==> src/serial_ctrl3_consts.vh <==
// constants for the third serial port control register block
`ifndef SERIAL_CTRL3_CONSTS_VH
`define SERIAL_CTRL3_CONSTS_VH
// register byte offsets
`define OFS_CTRL3 8'h00
`define OFS_IRQ_STATUS 8'h04
`define OFS_IRQ_MASK 8'h08
`define OFS_LINE_STATUS 8'h0C
`define OFS_AUTOBAUD_COUNT 8'h10
`define OFS_BAUD_MOD 8'h14
`define OFS_PRESET_0 8'h18
`define OFS_PRESET_1 8'h1C
// control three field positions
`define BIT_PARITY_ERR_EN 12
`define BIT_FRAME_ERR_EN 11
`define BIT_RX_STATUS_EN 6
`define BIT_IR_WAKE_EN 5
`define BIT_RX_WAKE_EN 4
`define BIT_REF_25 3
`define BIT_REF_30 2
`define BIT_IR_INVERT 1
`define BIT_BAUD_PRESET 0
// writable bits of control three, reserved bits 10..7 and above 12 stay zero
`define CTRL3_WMASK 32'h0000187F
`define CTRL3_RESET 32'h00000000
// status bit positions
`define ST_PFERR 0
`define ST_RX 1
`define ST_IR_WAKE 2
`define ST_RX_WAKE 3
`define ST_WIDTH 4
`define ST_RESET 4'h0
`define MASK_RESET 4'h0
// infrared pulse: 3/16 of a bit, in oversample ticks
`define IR_PULSE_TICKS 5'h03
`define IR_BIT_TICKS 5'h10
// preset baud selection criteria
`define PRESET_0_DIVIDEND 16'h0001
`define PRESET_0_REMAINDER 4'h8
`define PRESET_1_DIVIDEND 16'h0003
`define PRESET_1_REMAINDER 4'h4
`define PRESET_RESET 16'h0000
// axi response codes
`define RESP_OKAY 2'h0
`define RESP_SLVERR 2'h2
`endif

==> src/rx_edge_detect.v <==
// synchroniser and edge finder for the receive pin
`timescale 1ns/1ps
`default_nettype none
module rx_edge_detect (
   input wire aclk,
   input wire aresetn,
   input wire pin_in,
   output reg level,
   output reg fall,
   output reg pulse
);
   reg sync1_reg; // first stage, read only by second
   reg sync2_reg; // second stage
   reg prev_reg; // delayed copy for edges

   // two-flop synchroniser then edge detection
   always @(posedge aclk) begin
      if (!aresetn) begin
         sync1_reg <= 1'b1;
         sync2_reg <= 1'b1;
         prev_reg <= 1'b1;
         level <= 1'b1;
         fall <= 1'b0;
         pulse <= 1'b0;
      end else begin
         sync1_reg <= pin_in;
         sync2_reg <= sync1_reg;
         prev_reg <= sync2_reg;
         level <= sync2_reg;
         fall <= prev_reg & ~sync2_reg; // high to low
         pulse <= prev_reg ^ sync2_reg; // any pulse edge
      end
   end
endmodule // rx_edge_detect
`default_nettype wire

==> src/ir_tx_encoder.v <==
// infrared encoder: 3/16 bit pulse for each zero
`timescale 1ns/1ps
`default_nettype none
`include "serial_ctrl3_consts.vh"
module ir_tx_encoder (
   input wire aclk,
   input wire aresetn,
   input wire tick16,
   input wire tx_bit,
   input wire invert,
   output reg ir_out
);
   reg [4:0] phase_reg; // position within the bit
   reg pulse_now; // pulse active this tick

   // count ticks in the bit and shape the pulse
   always @(posedge aclk) begin
      if (!aresetn) begin
         phase_reg <= 5'h00;
         ir_out <= 1'b0;
      end else begin
         if (tick16) begin
            if (phase_reg == `IR_BIT_TICKS - 5'h01)
               phase_reg <= 5'h00;
            else
               phase_reg <= phase_reg + 5'h01;
         end
         ir_out <= invert ^ pulse_now;
      end
   end

   // pulse only while a zero is sent and early in the bit
   always @* begin
      pulse_now = ~tx_bit & (phase_reg < `IR_PULSE_TICKS);
   end
endmodule // ir_tx_encoder
`default_nettype wire

==> src/serial_ctrl3.v <==
// third control register of the serial port with its interrupts
//
// Overview of operation
// parity error raises combined error interrupt when enabled
// frame error raises combined error interrupt when enabled
// receive status raises receive interrupt when enabled
// receive pin pulse raises infrared wake interrupt
// receive pin falling edge raises wake interrupt
// bit three marks 25 MHz reference clock
// bit two marks 30 MHz reference clock
// not inverted: positive 3/16 pulse per zero
// inverted: negative 3/16 pulse per zero
// preset off: ignore auto baud remainder
// preset on: remainder and dividend pick preset
// no preset match: load dividend minus one
// reserved bits 10 to 7 read zero
// interrupt stands only while cause and enable
//
// register map, byte offsets on the register bus:
// 0x00 control three, bits 12, 11 and 6 to 0 writable
// 0x04 sticky event status, write one to clear
// 0x08 interrupt mask, same layout as status
// 0x0C line status: synced flags, cause levels, line level
// 0x10 last automatic baud count
// 0x14 baud modulator value, read only
// 0x18 first preset modulator value
// 0x1C second preset modulator value
// status bits: 0 parity or frame, 1 receive, 2 infrared wake, 3 receive wake
// unmapped offsets and writes to read-only ones get an error response
//
// Implementation choices: the register offsets and the AXI4-Lite slave port.
`timescale 1ns/1ps
`default_nettype none
`include "serial_ctrl3_consts.vh"
module serial_ctrl3 (
   input wire aclk,
   input wire aresetn,
   input wire [7:0] s_axi_awaddr,
   input wire s_axi_awvalid,
   output reg s_axi_awready,
   input wire [31:0] s_axi_wdata,
   input wire [3:0] s_axi_wstrb,
   input wire s_axi_wvalid,
   output reg s_axi_wready,
   output reg [1:0] s_axi_bresp,
   output reg s_axi_bvalid,
   input wire s_axi_bready,
   input wire [7:0] s_axi_araddr,
   input wire s_axi_arvalid,
   output reg s_axi_arready,
   output reg [31:0] s_axi_rdata,
   output reg [1:0] s_axi_rresp,
   output reg s_axi_rvalid,
   input wire s_axi_rready,
   input wire parity_err_flag,
   input wire frame_err_flag,
   input wire rx_status_flag,
   input wire rx_pin,
   input wire tx_bit,
   input wire tick16,
   input wire autobaud_done,
   input wire [19:0] autobaud_count,
   output reg parity_frame_err_irq,
   output reg rx_irq,
   output reg ir_wake_irq,
   output reg rx_wake_irq,
   output reg irq,
   output reg ir_tx,
   output reg ref_is_25mhz,
   output reg ref_is_30mhz,
   output reg [15:0] baud_modulator_reg,
   output reg baud_mod_load
);
   reg [31:0] ctrl3_reg; // control three contents
   reg [`ST_WIDTH-1:0] status_reg; // sticky event bits
   reg [`ST_WIDTH-1:0] mask_reg; // interrupt enables for status
   reg [15:0] preset0_reg; // first preset modulator value
   reg [15:0] preset1_reg; // second preset modulator value
   reg [19:0] count_reg; // last auto baud count
   reg pf_sync1_reg; // parity flag sync first stage
   reg pf_sync2_reg; // parity flag synced
   reg fe_sync1_reg; // frame flag sync first stage
   reg fe_sync2_reg; // frame flag synced
   reg rs_sync1_reg; // receive status sync first stage
   reg rs_sync2_reg; // receive status synced
   reg [`ST_WIDTH-1:0] cause_prev_reg; // previous cause levels
   // bus capture state, held until the response is accepted
   reg aw_held_reg; // write address captured
   reg [7:0] aw_addr_reg; // captured write address
   reg w_held_reg; // write data captured
   reg [31:0] w_data_reg; // captured write data
   reg [3:0] w_strb_reg; // captured strobes
   // combinational helpers
   reg [`ST_WIDTH-1:0] cause; // live interrupt causes
   reg [`ST_WIDTH-1:0] rise; // new event this cycle
   reg [`ST_WIDTH-1:0] clr; // write one to clear
   wire [31:0] wmerged; // write data merged by strobes
   reg [31:0] rd_value; // read mux
   reg rd_ok; // read address mapped
   reg wr_ok; // write address mapped
   reg do_write; // write commits this cycle
   // submodule outputs
   wire rx_level; // synced receive pin
   wire rx_fall; // falling edge on receive pin
   wire rx_pulse; // any edge on receive pin
   wire ir_out; // encoder output
   wire [15:0] dividend; // auto baud count over 16
   wire [3:0] remainder; // auto baud count mod 16
   genvar g; // byte lane index

   // receive pin synchroniser and edge detector
   // the pin is asynchronous: only the second sync stage feeds logic,
   // so a wake edge is never taken from a metastable sample
   rx_edge_detect rx_edge_detect_inst (
      .aclk(aclk),
      .aresetn(aresetn),
      .pin_in(rx_pin),
      .level(rx_level),
      .fall(rx_fall),
      .pulse(rx_pulse)
   );

   // infrared transmit shaping
   // polarity follows the control bit at once; the pulse phase runs free
   // on the oversample tick, so the first pulse after a change may be short
   ir_tx_encoder ir_tx_encoder_inst (
      .aclk(aclk),
      .aresetn(aresetn),
      .tick16(tick16),
      .tx_bit(tx_bit),
      .invert(ctrl3_reg[`BIT_IR_INVERT]),
      .ir_out(ir_out)
   );

   assign dividend = autobaud_count[19:4];
   assign remainder = autobaud_count[3:0];

   // interrupt causes gated by control three enables
   // causes are levels; status keeps only their rising edge,
   // so a cause that stays high sets its status bit once
   always @* begin
      cause[`ST_PFERR] = (pf_sync2_reg & ctrl3_reg[`BIT_PARITY_ERR_EN]) |
         (fe_sync2_reg & ctrl3_reg[`BIT_FRAME_ERR_EN]);
      cause[`ST_RX] = rs_sync2_reg & ctrl3_reg[`BIT_RX_STATUS_EN];
      cause[`ST_IR_WAKE] = rx_pulse & ctrl3_reg[`BIT_IR_WAKE_EN];
      cause[`ST_RX_WAKE] = rx_fall & ctrl3_reg[`BIT_RX_WAKE_EN];
      rise = cause & ~cause_prev_reg;
   end

   // address decode and write merge
   // a write commits once both halves are held and no response is
   // pending, so one request can never update a register twice
   always @* begin
      wr_ok = (aw_addr_reg == `OFS_CTRL3) || (aw_addr_reg == `OFS_IRQ_STATUS) ||
         (aw_addr_reg == `OFS_IRQ_MASK) || (aw_addr_reg == `OFS_PRESET_0) ||
         (aw_addr_reg == `OFS_PRESET_1);
      do_write = aw_held_reg & w_held_reg & ~s_axi_bvalid;
      clr = (do_write && aw_addr_reg == `OFS_IRQ_STATUS) ? wmerged[`ST_WIDTH-1:0] : `ST_RESET;
   end

   // byte lanes of the write data: a lane without its strobe writes zero
   generate
      for (g = 0; g < 4; g = g + 1) begin : g_lane
         assign wmerged[g*8 +: 8] = w_strb_reg[g] ? w_data_reg[g*8 +: 8] : 8'h00;
      end
   endgenerate

   // read mux
   // decoded straight from the read address; unmapped offsets read
   // zero and get an error response from the read channel
   always @* begin
      rd_ok = 1'b1;
      case (s_axi_araddr)
         `OFS_CTRL3: rd_value = ctrl3_reg & `CTRL3_WMASK;
         `OFS_IRQ_STATUS: rd_value = {28'h0000000, status_reg};
         `OFS_IRQ_MASK: rd_value = {28'h0000000, mask_reg};
         `OFS_LINE_STATUS: rd_value = {25'h0000000, rx_level, cause_prev_reg, fe_sync2_reg, pf_sync2_reg};
         `OFS_AUTOBAUD_COUNT: rd_value = {12'h000, count_reg};
         `OFS_BAUD_MOD: rd_value = {16'h0000, baud_modulator_reg};
         `OFS_PRESET_0: rd_value = {16'h0000, preset0_reg};
         `OFS_PRESET_1: rd_value = {16'h0000, preset1_reg};
         default: begin
            rd_value = 32'h00000000;
            rd_ok = 1'b0;
         end
      endcase
   end

   // axi write channels: address and data in either order
   // ready pulses the cycle after capture, while valid still stands;
   // no new address or data is taken until the response is accepted
   always @(posedge aclk) begin
      if (!aresetn) begin
         aw_held_reg <= 1'b0;
         aw_addr_reg <= 8'h00;
         w_held_reg <= 1'b0;
         w_data_reg <= 32'h00000000;
         w_strb_reg <= 4'h0;
         s_axi_awready <= 1'b0;
         s_axi_wready <= 1'b0;
         s_axi_bvalid <= 1'b0;
         s_axi_bresp <= `RESP_OKAY;
      end else begin
         s_axi_awready <= 1'b0;
         s_axi_wready <= 1'b0;
         if (s_axi_awvalid && !aw_held_reg && !s_axi_awready) begin
            aw_held_reg <= 1'b1;
            aw_addr_reg <= {s_axi_awaddr[7:2], 2'h0};
            s_axi_awready <= 1'b1;
         end
         if (s_axi_wvalid && !w_held_reg && !s_axi_wready) begin
            w_held_reg <= 1'b1;
            w_data_reg <= s_axi_wdata;
            w_strb_reg <= s_axi_wstrb;
            s_axi_wready <= 1'b1;
         end
         if (do_write) begin
            s_axi_bvalid <= 1'b1;
            s_axi_bresp <= wr_ok ? `RESP_OKAY : `RESP_SLVERR;
         end
         if (s_axi_bvalid && s_axi_bready) begin
            s_axi_bvalid <= 1'b0;
            aw_held_reg <= 1'b0;
            w_held_reg <= 1'b0;
         end
      end
   end

   // axi read channel
   // ready, valid and data rise together one cycle after the request;
   // the next request waits until rready has taken the data
   always @(posedge aclk) begin
      if (!aresetn) begin
         s_axi_arready <= 1'b0;
         s_axi_rvalid <= 1'b0;
         s_axi_rdata <= 32'h00000000;
         s_axi_rresp <= `RESP_OKAY;
      end else begin
         s_axi_arready <= 1'b0;
         if (s_axi_arvalid && !s_axi_rvalid && !s_axi_arready) begin
            s_axi_arready <= 1'b1;
            s_axi_rvalid <= 1'b1;
            s_axi_rdata <= rd_value;
            s_axi_rresp <= rd_ok ? `RESP_OKAY : `RESP_SLVERR;
         end else if (s_axi_rvalid && s_axi_rready) begin
            s_axi_rvalid <= 1'b0;
         end
      end
   end

   // software registers
   // reserved control bits are masked on write as well as on read,
   // so they read zero whatever software writes
   always @(posedge aclk) begin
      if (!aresetn) begin
         ctrl3_reg <= `CTRL3_RESET;
         mask_reg <= `MASK_RESET;
         preset0_reg <= `PRESET_RESET;
         preset1_reg <= `PRESET_RESET;
      end else if (do_write) begin
         case (aw_addr_reg)
            `OFS_CTRL3: ctrl3_reg <= (ctrl3_reg & ~`CTRL3_WMASK) | (wmerged & `CTRL3_WMASK);
            `OFS_IRQ_MASK: mask_reg <= wmerged[`ST_WIDTH-1:0];
            `OFS_PRESET_0: preset0_reg <= wmerged[15:0];
            `OFS_PRESET_1: preset1_reg <= wmerged[15:0];
            default: begin
            end
         endcase
      end
   end

   // flag synchronisers and sticky status, set wins over clear
   // each flag passes two flops before any logic reads it;
   // an event and a clear in one cycle leave the bit set
   always @(posedge aclk) begin
      if (!aresetn) begin
         pf_sync1_reg <= 1'b0;
         pf_sync2_reg <= 1'b0;
         fe_sync1_reg <= 1'b0;
         fe_sync2_reg <= 1'b0;
         rs_sync1_reg <= 1'b0;
         rs_sync2_reg <= 1'b0;
         cause_prev_reg <= `ST_RESET;
         status_reg <= `ST_RESET;
      end else begin
         pf_sync1_reg <= parity_err_flag;
         pf_sync2_reg <= pf_sync1_reg;
         fe_sync1_reg <= frame_err_flag;
         fe_sync2_reg <= fe_sync1_reg;
         rs_sync1_reg <= rx_status_flag;
         rs_sync2_reg <= rs_sync1_reg;
         cause_prev_reg <= cause;
         status_reg <= (status_reg & ~clr) | rise;
      end
   end

   // interrupt outputs and indications
   // every output is registered, one cycle behind its source; irq lags cause by two;
   // the combined line is high while any unmasked status bit is set
   always @(posedge aclk) begin
      if (!aresetn) begin
         parity_frame_err_irq <= 1'b0;
         rx_irq <= 1'b0;
         ir_wake_irq <= 1'b0;
         rx_wake_irq <= 1'b0;
         irq <= 1'b0;
         ir_tx <= 1'b0;
         ref_is_25mhz <= 1'b0;
         ref_is_30mhz <= 1'b0;
      end else begin
         parity_frame_err_irq <= cause[`ST_PFERR];
         rx_irq <= cause[`ST_RX];
         ir_wake_irq <= cause[`ST_IR_WAKE];
         rx_wake_irq <= cause[`ST_RX_WAKE];
         irq <= |(status_reg & mask_reg);
         ir_tx <= ir_out;
         ref_is_25mhz <= ctrl3_reg[`BIT_REF_25];
         ref_is_30mhz <= ctrl3_reg[`BIT_REF_30];
      end
   end

   // automatic baud result: preset selection or integer division
   // a preset needs the enable and an exact dividend and remainder;
   // otherwise the modulator takes the dividend minus one
   always @(posedge aclk) begin
      if (!aresetn) begin
         baud_modulator_reg <= 16'h0000;
         baud_mod_load <= 1'b0;
         count_reg <= 20'h00000;
      end else begin
         baud_mod_load <= autobaud_done;
         if (autobaud_done) begin
            count_reg <= autobaud_count;
            if (ctrl3_reg[`BIT_BAUD_PRESET] && dividend == `PRESET_0_DIVIDEND &&
               remainder == `PRESET_0_REMAINDER)
               baud_modulator_reg <= preset0_reg;
            else if (ctrl3_reg[`BIT_BAUD_PRESET] && dividend == `PRESET_1_DIVIDEND &&
               remainder == `PRESET_1_REMAINDER)
               baud_modulator_reg <= preset1_reg;
            else
               baud_modulator_reg <= dividend - 16'h0001;
         end
      end
   end
endmodule // serial_ctrl3
`default_nettype wire

==> config.mk <==
export PLATFORM = sky130hd
export DESIGN_NAME = serial_ctrl3
export DESIGN_NICKNAME = d
export VERILOG_FILES = /design/src/rx_edge_detect.v /design/src/ir_tx_encoder.v /design/src/serial_ctrl3.v
export VERILOG_INCLUDE_DIRS = /design/src /design/src/src
export SDC_FILE = /design/constraint.sdc
export NUM_CORES = 1
export LEC_CHECK = 0
export BUFFER_PORTS_ARGS = -buffer_cell sky130_fd_sc_hd__buf_2
export CAP_MARGIN = 30
export CORE_ASPECT_RATIO = 0.5
export CORE_MARGIN = 2
export CORE_UTILIZATION = 50
export CTS_BUF_LIST = sky130_fd_sc_hd__clkbuf_4 sky130_fd_sc_hd__clkbuf_8
export DETAILED_ROUTE_END_ITERATION = 10
export GPL_ROUTABILITY_DRIVEN = 1
export PLACE_DENSITY = 0.86
export SLEW_MARGIN = 20
export SYNTH_ARGS = -nofsm -noshare
export SYNTH_HDL_FRONTEND = slang
export SYNTH_SLANG_ARGS = --single-unit
export TNS_END_PERCENT = 5
==> constraint.sdc <==
create_clock -name aclk -period 2.6 [get_ports aclk]
set_clock_uncertainty 0.15 [all_clocks]
set_input_delay 0.52 -clock aclk [delete_from_list [all_inputs] [get_ports aclk]]
set_output_delay 0.52 -clock aclk [all_outputs]
set_load 0.1 [all_outputs]
-- Word-level counts from Yosys, hierarchy flattened
Index checks and enable logic that the tools add are counted.
- bits in registers: 205
- bits of input ports: 86
- output and inout port bits: 66
- logic and storage cells: 133
- $add $sub $neg: 2
- $lt $le $gt $ge: 1
- eq/ne operators: 16
- multiplexer cells: 15
- bitwise logic cells: 23
- reduce and logical (&&, ||, !) cells: 33
- operators by type and width (kind ; number):
    $pmux W20 S8 ; 1
    $eq A8 B5 Y1 const B ; 4
    $mux W16 ; 2
    $or A32 B13 Y32 ; 1
    $eq A16 B1 Y1 const B ; 1
    $eq A16 B2 Y1 const B ; 1
    $eq A8 B4 Y1 const B ; 2
    $logic_not A8 Y1 ; 2
    $mux W8 ; 2
    $sub A16 B1 Y16 const B ; 1
    $logic_and A1 B1 Y1 ; 13
    $and A4 B4 Y4 ; 3
    $eq A6 B3 Y1 const B ; 2
    $and A1 B1 Y1 ; 9
    $eq A8 B3 Y1 const B ; 1
    $not A4 Y4 ; 2
    $reduce_and A2 Y1 ; 4
    $reduce_or A8 Y1 ; 1
    $eq A6 B1 Y1 const B ; 1
    $eq A6 B2 Y1 const B ; 1
    $logic_not A1 Y1 ; 6
    $mux W1 ; 6
    $add A5 B1 Y5 const B ; 1
    $eq A5 B4 Y1 const B ; 1
    other kinds (14) ; 22

-- Depth between registers and ports, before layout
Gate-level depths: netlist of the first run.
- depth after elaboration: 7
- gate-level depth with buffers: 7
- mapped depth without buffers: 7

-- Cells and area by module
From an unflattened synthesis of the first run, not the netlist that was laid out.
- cells, all modules: 839
- area, all modules: 7397.1 um^2
- modules (own cells, without submodules) (module ; instances ; cells each ; area each (um^2) ; seq. area each (um^2)):
    serial_ctrl3 ; 1 ; 799 ; 6965.4 ; 3062.9
    ir_tx_encoder ; 1 ; 28 ; 280.3 ; 120.1
    rx_edge_detect ; 1 ; 12 ; 151.4 ; 100.1

-- Worst setup path before layout of the first run
No wires, ideal clock.
- path type: in2reg
- from: input port autobaud_count[1]
- to: register baud_modulator_reg[10]
- library setup time: 0.124 ns
- arrival time: 2.492 ns
- required time: 2.326 ns
- slack: -0.166 ns
- stages on the path: 7
- buffers on the path: 2
- cell sequence: or4b_2 or4_4 buf_6 or3_4 buf_6 o221ai_1 a21oi_1
- word-level cells in the longest chain between the ends: 4
- elaborated cells between the ends (all ways): 6
- those cells by class: eq/ne: 2; mux: 2; reduce/logical: 2
- ends and longest elaborated chain (what ; line ; source):
    start, declared ; serial_ctrl3.v:62 ; input wire [19:0] autobaud_count,
    $eq A4 B3 Y1 (no source line) ; n/a ;
    $logic_and A1 B1 Y1 (no source line) ; n/a ;
    $mux W16 ; serial_ctrl3.v:337 ; else if (ctrl3_reg[`BIT_BAUD_PRESET] && dividend == `PRESET_1_DIVIDEND &&
    $mux W16 * ; serial_ctrl3.v:334 ; if (ctrl3_reg[`BIT_BAUD_PRESET] && dividend == `PRESET_0_DIVIDEND &&
    end signal, assigned ; serial_ctrl3.v:336 ; baud_modulator_reg <= preset0_reg;
    end signal, assigned ; serial_ctrl3.v:339 ; baud_modulator_reg <= preset1_reg;
    end signal, assigned ; serial_ctrl3.v:341 ; baud_modulator_reg <= dividend - 16'h0001;
    end, declared ; serial_ctrl3.v:71 ; output reg [15:0] baud_modulator_reg,
Every way passes the cells marked *; elsewhere a longest branch is shown, timed or not.
A chain may end at the register's enable or synchronous reset.

-- Worst setup path in the final report of the first run
- from: register ctrl3_reg[0]
- to: register baud_modulator_reg[3]
- word-level cells in the longest chain between the ends: 4
- elaborated cells between the ends (all ways): 6
- those cells by class: mux: 2; reduce/logical: 4
- ends and longest elaborated chain (what ; line ; source):
    start, declared ; serial_ctrl3.v:74 ; reg [31:0] ctrl3_reg;
    start signal, assigned ; serial_ctrl3.v:256 ; ctrl3_reg <= `CTRL3_RESET;
    start signal, assigned ; serial_ctrl3.v:262 ; `OFS_CTRL3: ctrl3_reg <= (ctrl3_reg & ~`CTRL3_WMASK) | (wmerged & `CTRL3_WMASK);
    $logic_and A1 B1 Y1 (no source line) (2 in a row) ; n/a ;
    $mux W16 ; serial_ctrl3.v:337 ;
    $mux W16 * ; serial_ctrl3.v:334 ;
Marks and branches as above.

==> impl_metrics.json, run 1 <==
{
  "drive_gt1_share_pct": 23.5,
  "ioPinCount": 152,
  "place_congestion": 0.924,
  "postCtsSetupBuffers": 0,
  "synth_cells": 824,
  "setup_ws_ns": 0.160,
  "grt_start_max_net_pins": 81,
  "yosysMostFrequentCell": "dfxtp_1",
  "synth-seq-cells": 164,
  "path_clk_slew_ns": 0.10,
  "clock_latency_ns": 0.45,
  "core-area_sq_um": 14300,
  "die_h_um": 89.2,
  "crit_fanout": 6,
  "synth.top_cell.area_share_pct": 45.2,
  "seqPwrFrac_pct": 50.8,
  "cts_tree": "yes",
  "pwr-share-clk_pct": 34.6,
  "fin_nets": 1037,
  "grt_pass1_vias": 6082,
  "synth_edf_count": 0,
  "via_per_inst": 5.61,
  "hold_viol": 0,
  "grt_pass1_wl_um": 31300,
  "syn_avg_cell_area_sq_um": 8.81,
  "min_period_ns": 2.44,
  "syn2layout_area_growth_pct": 17.9,
  "grtUsageTotal_pct": 26.0,
  "wl_um": 20200,
  "drt_pre_antenna_iters": 7,
  "antenna_cells": 0,
  "fmax_mhz": 410,
  "tightest_slew_ns": 0.852,
  "die_x_um": 174,
  "reg2reg_slack_ns": 0.16,
  "async_flop_share_pct": 0,
  "required_ns": 2.83,
  "dieArea_sq_um": 15500,
  "dp.cells": 1125,
  "layout.cells.non_filler": 1156,
  "powerDensity_nw_per_um2": 611,
  "io_buffers": 117,
  "overflow": 0,
  "setup_viol": 0,
  "seq_area_frac_synth_pct": 45.2,
  "swShare_pct": 31.4,
  "critPathLaunchType": "register",
  "ys.flop_type": "dfxtp_1",
  "synth_common_cells": "dfxtp_1 (164), nor2_1 (136), nand2_1 (78), a21oi_1 (62), mux2i_1 (43)",
  "grt_antenna_before_repair": 0,
  "ir_drop_mv": 0.326,
  "drc": 0,
  "routedWlPerCell_um": 17.5,
  "ctsResizeCount": 0,
  "cts_sinks": 164,
  "worstPathArrival_ns": 2.67,
  "rsz0062_at_grt": "no",
  "p_switching_mw": 1.64,
  "netlist_area_sq_um": 7260,
  "status": "finished, final reports clean",
  "worst_setup_path_end_kind": "register",
  "cts-root-buf": "clkbuf_8",
  "crit_type": "register to register",
  "clockBufferDepth": 2,
  "ys_types": 59,
  "hold_path.class": "input port to register",
  "dp_hpwl_um": 14800,
  "placementRows": 31,
  "intPower_mw": 3.59,
  "synth.area.top_cells": "dfxtp_1 (45%), nor2_1 (7.0%), mux2i_1 (5.9%), a21oi_1 (4.3%), mux4_2 (4.0%)",
  "p_comb_share_pct": 14.6,
  "initial_core_util_pct": 50.7,
  "yosys_warnings": 0,
  "period_share_pct": 93.9,
  "drt-initial-drc-count": 630,
  "dr_total_vias": 6484,
  "finalMaxSlewViolations": 0,
  "hold_buffers": 0,
  "cts_made_buffers": 17,
  "drv_cap": 0,
  "yosys.area.top_type": "dfxtp_1",
  "leakage_nw": 3.50,
  "post-place-ws_ns": -0.186,
  "max_slew_margin_pct": 43.1,
  "ant_nets": 0,
  "cts_max_level": 4
}
[worst max-delay path, stage by stage (launching register included)]
cell	delay, ns
dfxtp_1	0.43
or4b_4	0.49
buf_4	0.15
or3_1	0.43
o21ai_0	0.38
o211ai_1	0.15
a31oi_1	0.18
[layout make-up]
type                    instances  area [sq um]
clock buffers                  17           234
clock inverters                14           148
fillers                      1205          5760
inverters                      16          60.1
multi-input cells             591          3660
flip-flops and latches        164          3280
well taps                     198           248
repair buffers                156           923
[cell families after synthesis]
group                    share of synthesized area, %
AND/OR/NAND/NOR                                  21.7
flip-flops                                       45.2
AO/OA/AOI/OAI                                    13.8
buffers and inverters                            5.28
multiplexers                                     11.1
XOR/XNOR                                         1.93
adder cells (fa/ha/maj)                         0.862
other                                          0.0517
[stage by stage]
| step | setup TNS [ns] | util, % | area [sq um] | hold WS (ns) | power, mW |
|---|---|---|---|---|---|
| after global routing | 0 | 59.8 | 8560 | 0.0775 | 5.41 |
| after CTS | 0 | 59.8 | 8560 | 0.0787 | 5.23 |
| after detailed placement | -1.97 | 57.1 | 8180 | 0.258 | 3.47 |
| after global placement | -1.74 | 56.9 | 8140 | 0.246 | 3.44 |
| final | 0 | 59.8 | 8560 | 0.0873 | 5.23 |
| after floorplan | -0.720 | - | 7330 | 0.236 | 3.27 |
[routing by layer]
layer	share of wire, %	wire, um	vias up	GRT usage, %
met5	0	0	-	0
met4	2.5	512	0	10.2
met3	8.7	1750	39	6.25
met2	43	8750	315	40.4
met1	45	9160	3047	35.4
li1	-	-	3083	-
[power by group through the flow]
stage,clock network [mW],logic [mW],registers (mW)
5_1_grt,1.94,0.807,2.67
6_report,1.81,0.763,2.66
2_1_floorplan,0,0.390,2.88
3_5_place_dp,0,0.755,2.71
4_1_cts,1.82,0.758,2.65
3_3_place_gp,0,0.733,2.71
[layout by cell type (no fill, tap or decap), types with 14 or more instances in the layout]
master | netlist | routed
a21oi_1 | 62 | 62
clkbuf_8 | 0 | 17
conb_1 | 1 | 14
nor2_1 | 136 | 136
nor3_1 | 15 | 15
buf_2 | 0 | 117
a22oi_1 | 14 | 14
o21ai_0 | 33 | 33
nand2_1 | 78 | 78
and2_1 | 21 | 21
dfxtp_1 | 164 | 164
mux2i_1 | 43 | 43
buf_4 | 14 | 36
inv_1 | 15 | 15
[final timing paths]
| check | cells after the start | end | startpoint |
|---|---|---|---|
| worst max-delay path | 6 | baud_modulator_reg[3]$_SDFFE_PN0P_ | ctrl3_reg[0]$_SDFFE_PN0P_ |
| worst min register to register | 1 | rx_edge_detect_inst.sync2_reg$_SDFF_PN1_ | rx_edge_detect_inst.sync1_reg$_SDFF_PN1_ |
| worst max register to register | 6 | baud_modulator_reg[3]$_SDFFE_PN0P_ | ctrl3_reg[0]$_SDFFE_PN0P_ |
| worst min-delay path | 2 | rx_edge_detect_inst.sync1_reg$_SDFF_PN1_ | rx_pin |
Power figures use the tool's default switching activity.
==> run 2, diff against run 1 <==
--- a/config.mk
+++ b/config.mk
@@ -6,6 +6,7 @@
 export SDC_FILE = /design/constraint.sdc
 export NUM_CORES = 1
 export LEC_CHECK = 0
+export ABC_AREA = 1
 export BUFFER_PORTS_ARGS = -buffer_cell sky130_fd_sc_hd__buf_2
 export CAP_MARGIN = 30
 export CORE_ASPECT_RATIO = 0.5
@@ -14,7 +15,9 @@
 export CTS_BUF_LIST = sky130_fd_sc_hd__clkbuf_4 sky130_fd_sc_hd__clkbuf_8
 export DETAILED_ROUTE_END_ITERATION = 10
 export GPL_ROUTABILITY_DRIVEN = 1
-export PLACE_DENSITY = 0.86
+export GPL_TIMING_DRIVEN = 0
+export MAX_ROUTING_LAYER = met4
+export PLACE_DENSITY = 0.85
 export SLEW_MARGIN = 20
 export SYNTH_ARGS = -nofsm -noshare
 export SYNTH_HDL_FRONTEND = slang
==> impl_metrics.json, run 2 <==
{
  "num-fill-cells": 1384,
  "max_slew_margin_pct": 47.0,
  "required_ns": 2.77,
  "syn_avg_cell_area_sq_um": 7.12,
  "grt_antenna_before_repair": 0,
  "netlist_area_sq_um": 7580,
  "hold_buffers": 0,
  "grt_pass1_vias": 7213,
  "antenna_cells": 0,
  "layout.cells.non_filler": 1422,
  "synth_common_cells": "nand2_1 (236), dfxtp_1 (164), o21ai_0 (102), a21oi_1 (99), nand3_1 (98)",
  "die_x_um": 178,
  "setup_ws_ns": 0.501,
  "tightest_slew_ns": 0.796,
  "r2r_cells": 7,
  "dieArea_sq_um": 16200,
  "crit_type": "register to register",
  "hold_path.class": "input port to register",
  "drt_pre_antenna_iters": 5,
  "p_comb_share_pct": 14.4,
  "worstPathArrival_ns": 2.27,
  "drv_cap": 0,
  "yosys.area.top_type": "dfxtp_1",
  "grt_start_max_net_pins": 18,
  "rsz0062_at_grt": "no",
  "status": "finished, final reports clean",
  "place_congestion": 0.960,
  "cts_sinks": 164,
  "postCtsSetupBuffers": 0,
  "routedWlPerCell_um": 17.4,
  "hold_path_end": "fe_sync1_reg$_SDFF_PN0_",
  "synth.top_cell.area_share_pct": 43.3,
  "critPathTopFamily": "simple AND/OR/NAND/NOR gates",
  "via_per_inst": 5.48,
  "ant_nets": 0,
  "crit_buf_inv": 0,
  "critPathLaunchType": "register",
  "seq_area_frac_synth_pct": 43.3,
  "finalMaxSlewViolations": 0,
  "clock_latency_ns": 0.47,
  "yosysMostFrequentCell": "nand2_1",
  "multiInputGateArea_sq_um": 3600,
  "crit_fanout": 9,
  "reg2reg_slack_ns": 0.50,
  "cts_tree": "yes",
  "cts_max_level": 4,
  "dp.cells": 1390,
  "path_clk_slew_ns": 0.10,
  "crit_top_cell": "nand2_1",
  "worst_setup_path_end_kind": "register",
  "yosys_warnings": 0,
  "overflow": 0,
  "async_flop_share_pct": 0,
  "die_h_um": 91.0,
  "crit_cells": 7,
  "hold_viol": 0,
  "synth_edf_count": 0,
  "ioPinCount": 152,
  "powerDensity_nw_per_um2": 624,
  "ff_latch_area_sq_um": 3280,
  "final_common_cell": "nand2_1",
  "drive_gt1_share_pct": 17.6,
  "drc": 0,
  "fin_tns_setup_ns": 0,
  "worstReg2RegEnd": "baud_modulator_reg[14]$_SDFFE_PN0P_",
  "fin_util_pct": 60.7,
  "fin_nets": 1302,
  "worstHoldStart": "frame_err_flag",
  "placementRows": 31,
  "hold_depth": 3,
  "cts-root-buf": "clkbuf_8",
  "seqPwrFrac_pct": 48.4,
  "cp_slowest_cell": "dfxtp_1",
  "setup_viol": 0,
  "ys.flop_type": "dfxtp_1",
  "final_cell_mix": "nand2_1 (236), dfxtp_1 (164), buf_2 (134), o21ai_0 (102), a21oi_1 (99)",
  "ir_drop_mv": 0.353,
  "dp_hpwl_um": 19000,
  "cts_made_buffers": 17,
  "ys_types": 36,
  "synth-seq-cells": 164,
  "dr_total_vias": 7787,
  "critical_path.max_stage_delay_ns": 0.58,
  "syn2layout_area_growth_pct": 17.2,
  "initial_core_util_pct": 51.8,
  "swShare_pct": 32.8,
  "grtUsageTotal_pct": 32.3,
  "grt_pass1_wl_um": 38900,
  "path_cells": "nand3_2, nor3_4, nand2_4, nand2_1, nand3_1, nand2_1, a21oi_2",
  "core-area_sq_um": 14600,
  "r2r-start": "ctrl3_reg[0]$_SDFFE_PN0P_",
  "intPower_mw": 3.73,
  "drt-initial-drc-count": 803,
  "fmax_mhz": 476,
  "pwr-share-clk_pct": 37.1,
  "leakage_nw": 4.12,
  "post-place-ws_ns": 0.184,
  "wl_um": 24800,
  "io_buffers": 115,
  "ctsResizeCount": 0,
  "p_switching_mw": 1.82,
  "synth.area.top_cells": "dfxtp_1 (43%), nand2_1 (12%), o21ai_0 (6.7%), a21oi_1 (6.5%), nand3_1 (6.5%)",
  "synth_cells": 1064,
  "whs_ns": 0.0840,
  "clockBufferDepth": 2,
  "min_period_ns": 2.10,
  "period_share_pct": 80.7
}
[run 2: layout make-up]
cell class / count / share of cell area [%]
plain buffers: 72 / 4.16
clock buffers: 18 / 2.79
clock inverters: 14 / 2.06
inverters: 99 / 4.19
multi-input cells: 742 / 40.6
flip-flops and latches: 164 / 37.0
well taps: 198 / 2.79
repair buffers: 115 / 6.48
[run 2: power groups by stage]
stage / Combinational, mW / Clock [mW] / Sequential (mW)
floorplan: 0.403 / 0 / 2.90
global placement: 0.773 / 0 / 2.74
detailed placement: 0.787 / 0 / 2.74
CTS: 0.790 / 2.04 / 2.68
global route: 0.865 / 2.13 / 2.70
finish: 0.799 / 2.06 / 2.68
[run 2: how the worst max path moves through the flow]
stage,slack (ns),start,to
final,0.50,ctrl3_reg[0]$_SDFFE_PN0P_,baud_modulator_reg[14]$_SDFFE_PN0P_
after global routing,0.41,ctrl3_reg[0]$_SDFFE_PN0P_,baud_modulator_reg[12]$_SDFFE_PN0P_
after CTS,0.52,ctrl3_reg[0]$_SDFFE_PN0P_,baud_modulator_reg[12]$_SDFFE_PN0P_
after detailed placement,0.18,s_axi_araddr[0],s_axi_rdata[13]$_SDFFE_PN0P_
after global placement,0.18,s_axi_araddr[0],s_axi_rdata[13]$_SDFFE_PN0P_
after floorplan,0.51,s_axi_bvalid$_SDFFE_PP0P_,preset1_reg[13]$_SDFFE_PN0P_
[run 2: cell families after synthesis]
logic type	synth area share (%)
AND/OR/NAND/NOR	28.4
other	0.0495
buffers and inverters	9.78
XOR/XNOR	0.925
adder cells (fa/ha/maj)	0.826
flip-flops	43.3
AO/OA/AOI/OAI	16.7
[run 2: per-layer routing]
layer / vias to the layer above / share of wire, % / GRT usage [%]
li1: 3754 / - / -
met1: 3613 / 46 / 44.5
met2: 389 / 44 / 48.4
met3: 31 / 9.2 / 6.57
met4: 0 / 1.3 / 8.06
met5: - / 0 / -
[run 2: per-stage QoR]
step,power [mW],area [sq um]
floorplan,3.30,7620
global placement,3.51,8450
detailed placement,3.53,8450
CTS,5.51,8880
global route,5.69,8880
finish,5.54,8880
[run 2: tightest hold or removal path, delay by kind of cell]
| family | cells | cell delay (ns) |
|---|---|---|
| buf+inv | 2 | 0.12 |
| simple gates | 1 | 0.04 |
==> run 3, diff against run 2 <==
--- a/config.mk
+++ b/config.mk
@@ -17,7 +17,7 @@
 export GPL_ROUTABILITY_DRIVEN = 1
 export GPL_TIMING_DRIVEN = 0
 export MAX_ROUTING_LAYER = met4
-export PLACE_DENSITY = 0.85
+export PLACE_DENSITY = 0.83
 export SLEW_MARGIN = 20
 export SYNTH_ARGS = -nofsm -noshare
 export SYNTH_HDL_FRONTEND = slang
==> constraint.sdc (replaced) <==
create_clock -name aclk -period 2 [get_ports aclk]
set_clock_uncertainty 0.15 [all_clocks]
set_input_delay 0.4 -clock aclk [delete_from_list [all_inputs] [get_ports aclk]]
set_output_delay 0.4 -clock aclk [all_outputs]
set_load 0.1 [all_outputs]
==> impl_metrics.json, run 3 (synthesis gave the netlist of run 2 again) <==
{
  "syn2layout_area_growth_pct": 17.5,
  "grt_pass1_vias": 7329,
  "cts_made_buffers": 17,
  "p_comb_share_pct": 14.8,
  "p_switching_mw": 2.25,
  "grtUsageTotal_pct": 31.6,
  "period_share_pct": 95.2,
  "cts_sinks": 164,
  "io_buffers": 115,
  "dr_total_vias": 7849,
  "crit_cells": 1,
  "drive_gt1_share_pct": 17.7,
  "dieArea_sq_um": 16200,
  "fin_util_pct": 60.9,
  "path_clk_slew_ns": 0.10,
  "setup_viol": 0,
  "grt_start_max_net_pins": 17,
  "place_congestion": 0.971,
  "power_mw": 6.99,
  "placementRows": 31,
  "dp_hpwl_um": 18800,
  "dp.cells": 1390,
  "cp_slowest_cell": "buf_2",
  "reg2reg_slack_ns": 0.11,
  "fin_nets": 1307,
  "rsz0062_at_grt": "no",
  "routedWlPerCell_um": 17.1,
  "hold_viol": 0,
  "path_cells": "buf_2",
  "initial_core_util_pct": 51.8,
  "crit_fanout": 3,
  "core-area_sq_um": 14600,
  "setup.worst_path.start": "baud_modulator_reg[13]$_SDFFE_PN0P_",
  "min_period_ns": 1.90,
  "r2r-start": "s_axi_bvalid$_SDFFE_PP0P_",
  "clock_latency_ns": 0.46,
  "hold_depth": 4,
  "clockBufferDepth": 2,
  "intPower_mw": 4.75,
  "critical_path.max_stage_delay_ns": 0.46,
  "wl_um": 24400,
  "layout.cells.non_filler": 1427,
  "critPathLaunchType": "register",
  "grt_pass1_wl_um": 38300,
  "crit_type": "register to output port",
  "fmax_mhz": 525,
  "ioPinCount": 152,
  "die_x_um": 178,
  "drt-initial-drc-count": 879,
  "antenna_cells": 0,
  "seqPwrFrac_pct": 49.9,
  "pwr-share-clk_pct": 35.2,
  "final_cell_mix": "nand2_1 (236), dfxtp_1 (162), buf_2 (134), o21ai_0 (102), a21oi_1 (99)",
  "hold_path.class": "input port to register",
  "drc": 0,
  "crit_buf_inv": 1,
  "setup_ws_ns": 0.0958,
  "grt_antenna_before_repair": 0,
  "final_common_cell": "nand2_1",
  "overflow": 0,
  "leakage_nw": 4.13,
  "tightest_slew_ns": 0.740,
  "required_ns": 1.45,
  "endpoint": "baud_modulator_reg[13]",
  "max_slew_margin_pct": 50.7,
  "finalMaxSlewViolations": 0,
  "drv_cap": 0,
  "die_h_um": 91.0,
  "swShare_pct": 32.2,
  "powerDensity_nw_per_um2": 786,
  "r2r_cells": 6,
  "ant_nets": 0,
  "via_per_inst": 5.50,
  "post-place-ws_ns": -0.328,
  "cts_max_level": 4,
  "drt_pre_antenna_iters": 5,
  "cts-root-buf": "clkbuf_8",
  "worstPathArrival_ns": 1.35,
  "critPathTopFamily": "buffers and inverters",
  "cts_tree": "yes",
  "ir_drop_mv": 0.509,
  "worst_setup_path_end_kind": "output port",
  "status": "finished, final reports clean",
  "worstReg2RegEnd": "status_reg[1]$_SDFF_PN0_"
}
==> run 3: changes by cell type in the layout (fill, tap and decap cells not counted), sizes merged <==
cell,before,now
dlygate4sd3,0,4
clkbuf,49,51
buf,156,157
bufinv,2,1
clkinv,5,6
clkinvlp,1,0
inv,105,104
==> run 3: area by class of cell <==
| class | count | area, sq um |
|---|---|---|
| fillers | 1403 | 5720 |
| multi-input cells | 742 | 3600 |
| repair buffers | 120 | 623 |
| well taps | 198 | 248 |
| flip-flops and latches | 164 | 3290 |
| clock buffers | 20 | 263 |
| plain buffers | 72 | 369 |
| inverters | 99 | 372 |
| clock inverters | 12 | 140 |
==> run 3: worst min-delay path by stage <==
| stage | startpoint | slack (ns) | endpoint |
|---|---|---|---|
| 3_5_place_dp | pf_sync1_reg$_SDFF_PN0_ | 0.25 | pf_sync2_reg$_SDFF_PN0_ |
| 5_1_grt | s_axi_rready | 0.05 | s_axi_rvalid$_SDFFE_PN0P_ |
| 4_1_cts | s_axi_rready | 0.04 | s_axi_rvalid$_SDFFE_PN0P_ |
| 3_3_place_gp | rs_sync1_reg$_SDFF_PN0_ | 0.24 | rs_sync2_reg$_SDFF_PN0_ |
| 2_1_floorplan | fe_sync1_reg$_SDFF_PN0_ | 0.24 | fe_sync2_reg$_SDFF_PN0_ |
| 6_report | s_axi_rready | 0.03 | s_axi_rvalid$_SDFFE_PN0P_ |
==> run 3: power by group through the flow <==
| stage | logic, mW | registers [mW] | clock network (mW) |
|---|---|---|---|
| after floorplan | 0.524 | 3.77 | 0 |
| after global placement | 1.00 | 3.56 | 0 |
| after detailed placement | 1.02 | 3.56 | 0 |
| after CTS | 1.03 | 3.49 | 2.46 |
| after global routing | 1.12 | 3.51 | 2.59 |
| final | 1.04 | 3.49 | 2.46 |
==> run 3: metal layers <==
metal / wire, um / track usage (%) / part of all wire, %
met4: 479 / 8.88 / 2.0
met1: 11200 / 43.6 / 46
met2: 10300 / 47.3 / 42
met5: 0 / - / 0
met3: 2370 / 5.90 / 9.7
==> run 3: per-stage QoR <==
step | cell area (sq um) | hold WS (ns) | setup TNS (ns)
2_1_floorplan | 7630 | 0.240 | -0.901
3_3_place_gp | 8450 | 0.244 | -3.53
3_5_place_dp | 8450 | 0.246 | -3.75
4_1_cts | 8890 | 0.0373 | 0
5_1_grt | 8900 | 0.0468 | 0
6_report | 8900 | 0.0323 | 0
==> run 3: tightest hold or removal path, delay by kind of cell <==
kind | cells | cell delay [ns]
buffers and inverters | 2 | 0.11
and+or+nand+nor | 1 | 0.04
AOI/OAI and AO/OA | 1 | 0.05
==> run 3: what timing repair did <==
item / CTS / global route
setup buffers: 0 / 1
hold buffers: 4 / 0
endpoints found under the hold margin: 4 / 0
gates resized for setup: 0 / 1
setup endpoints to repair: 0 / 11
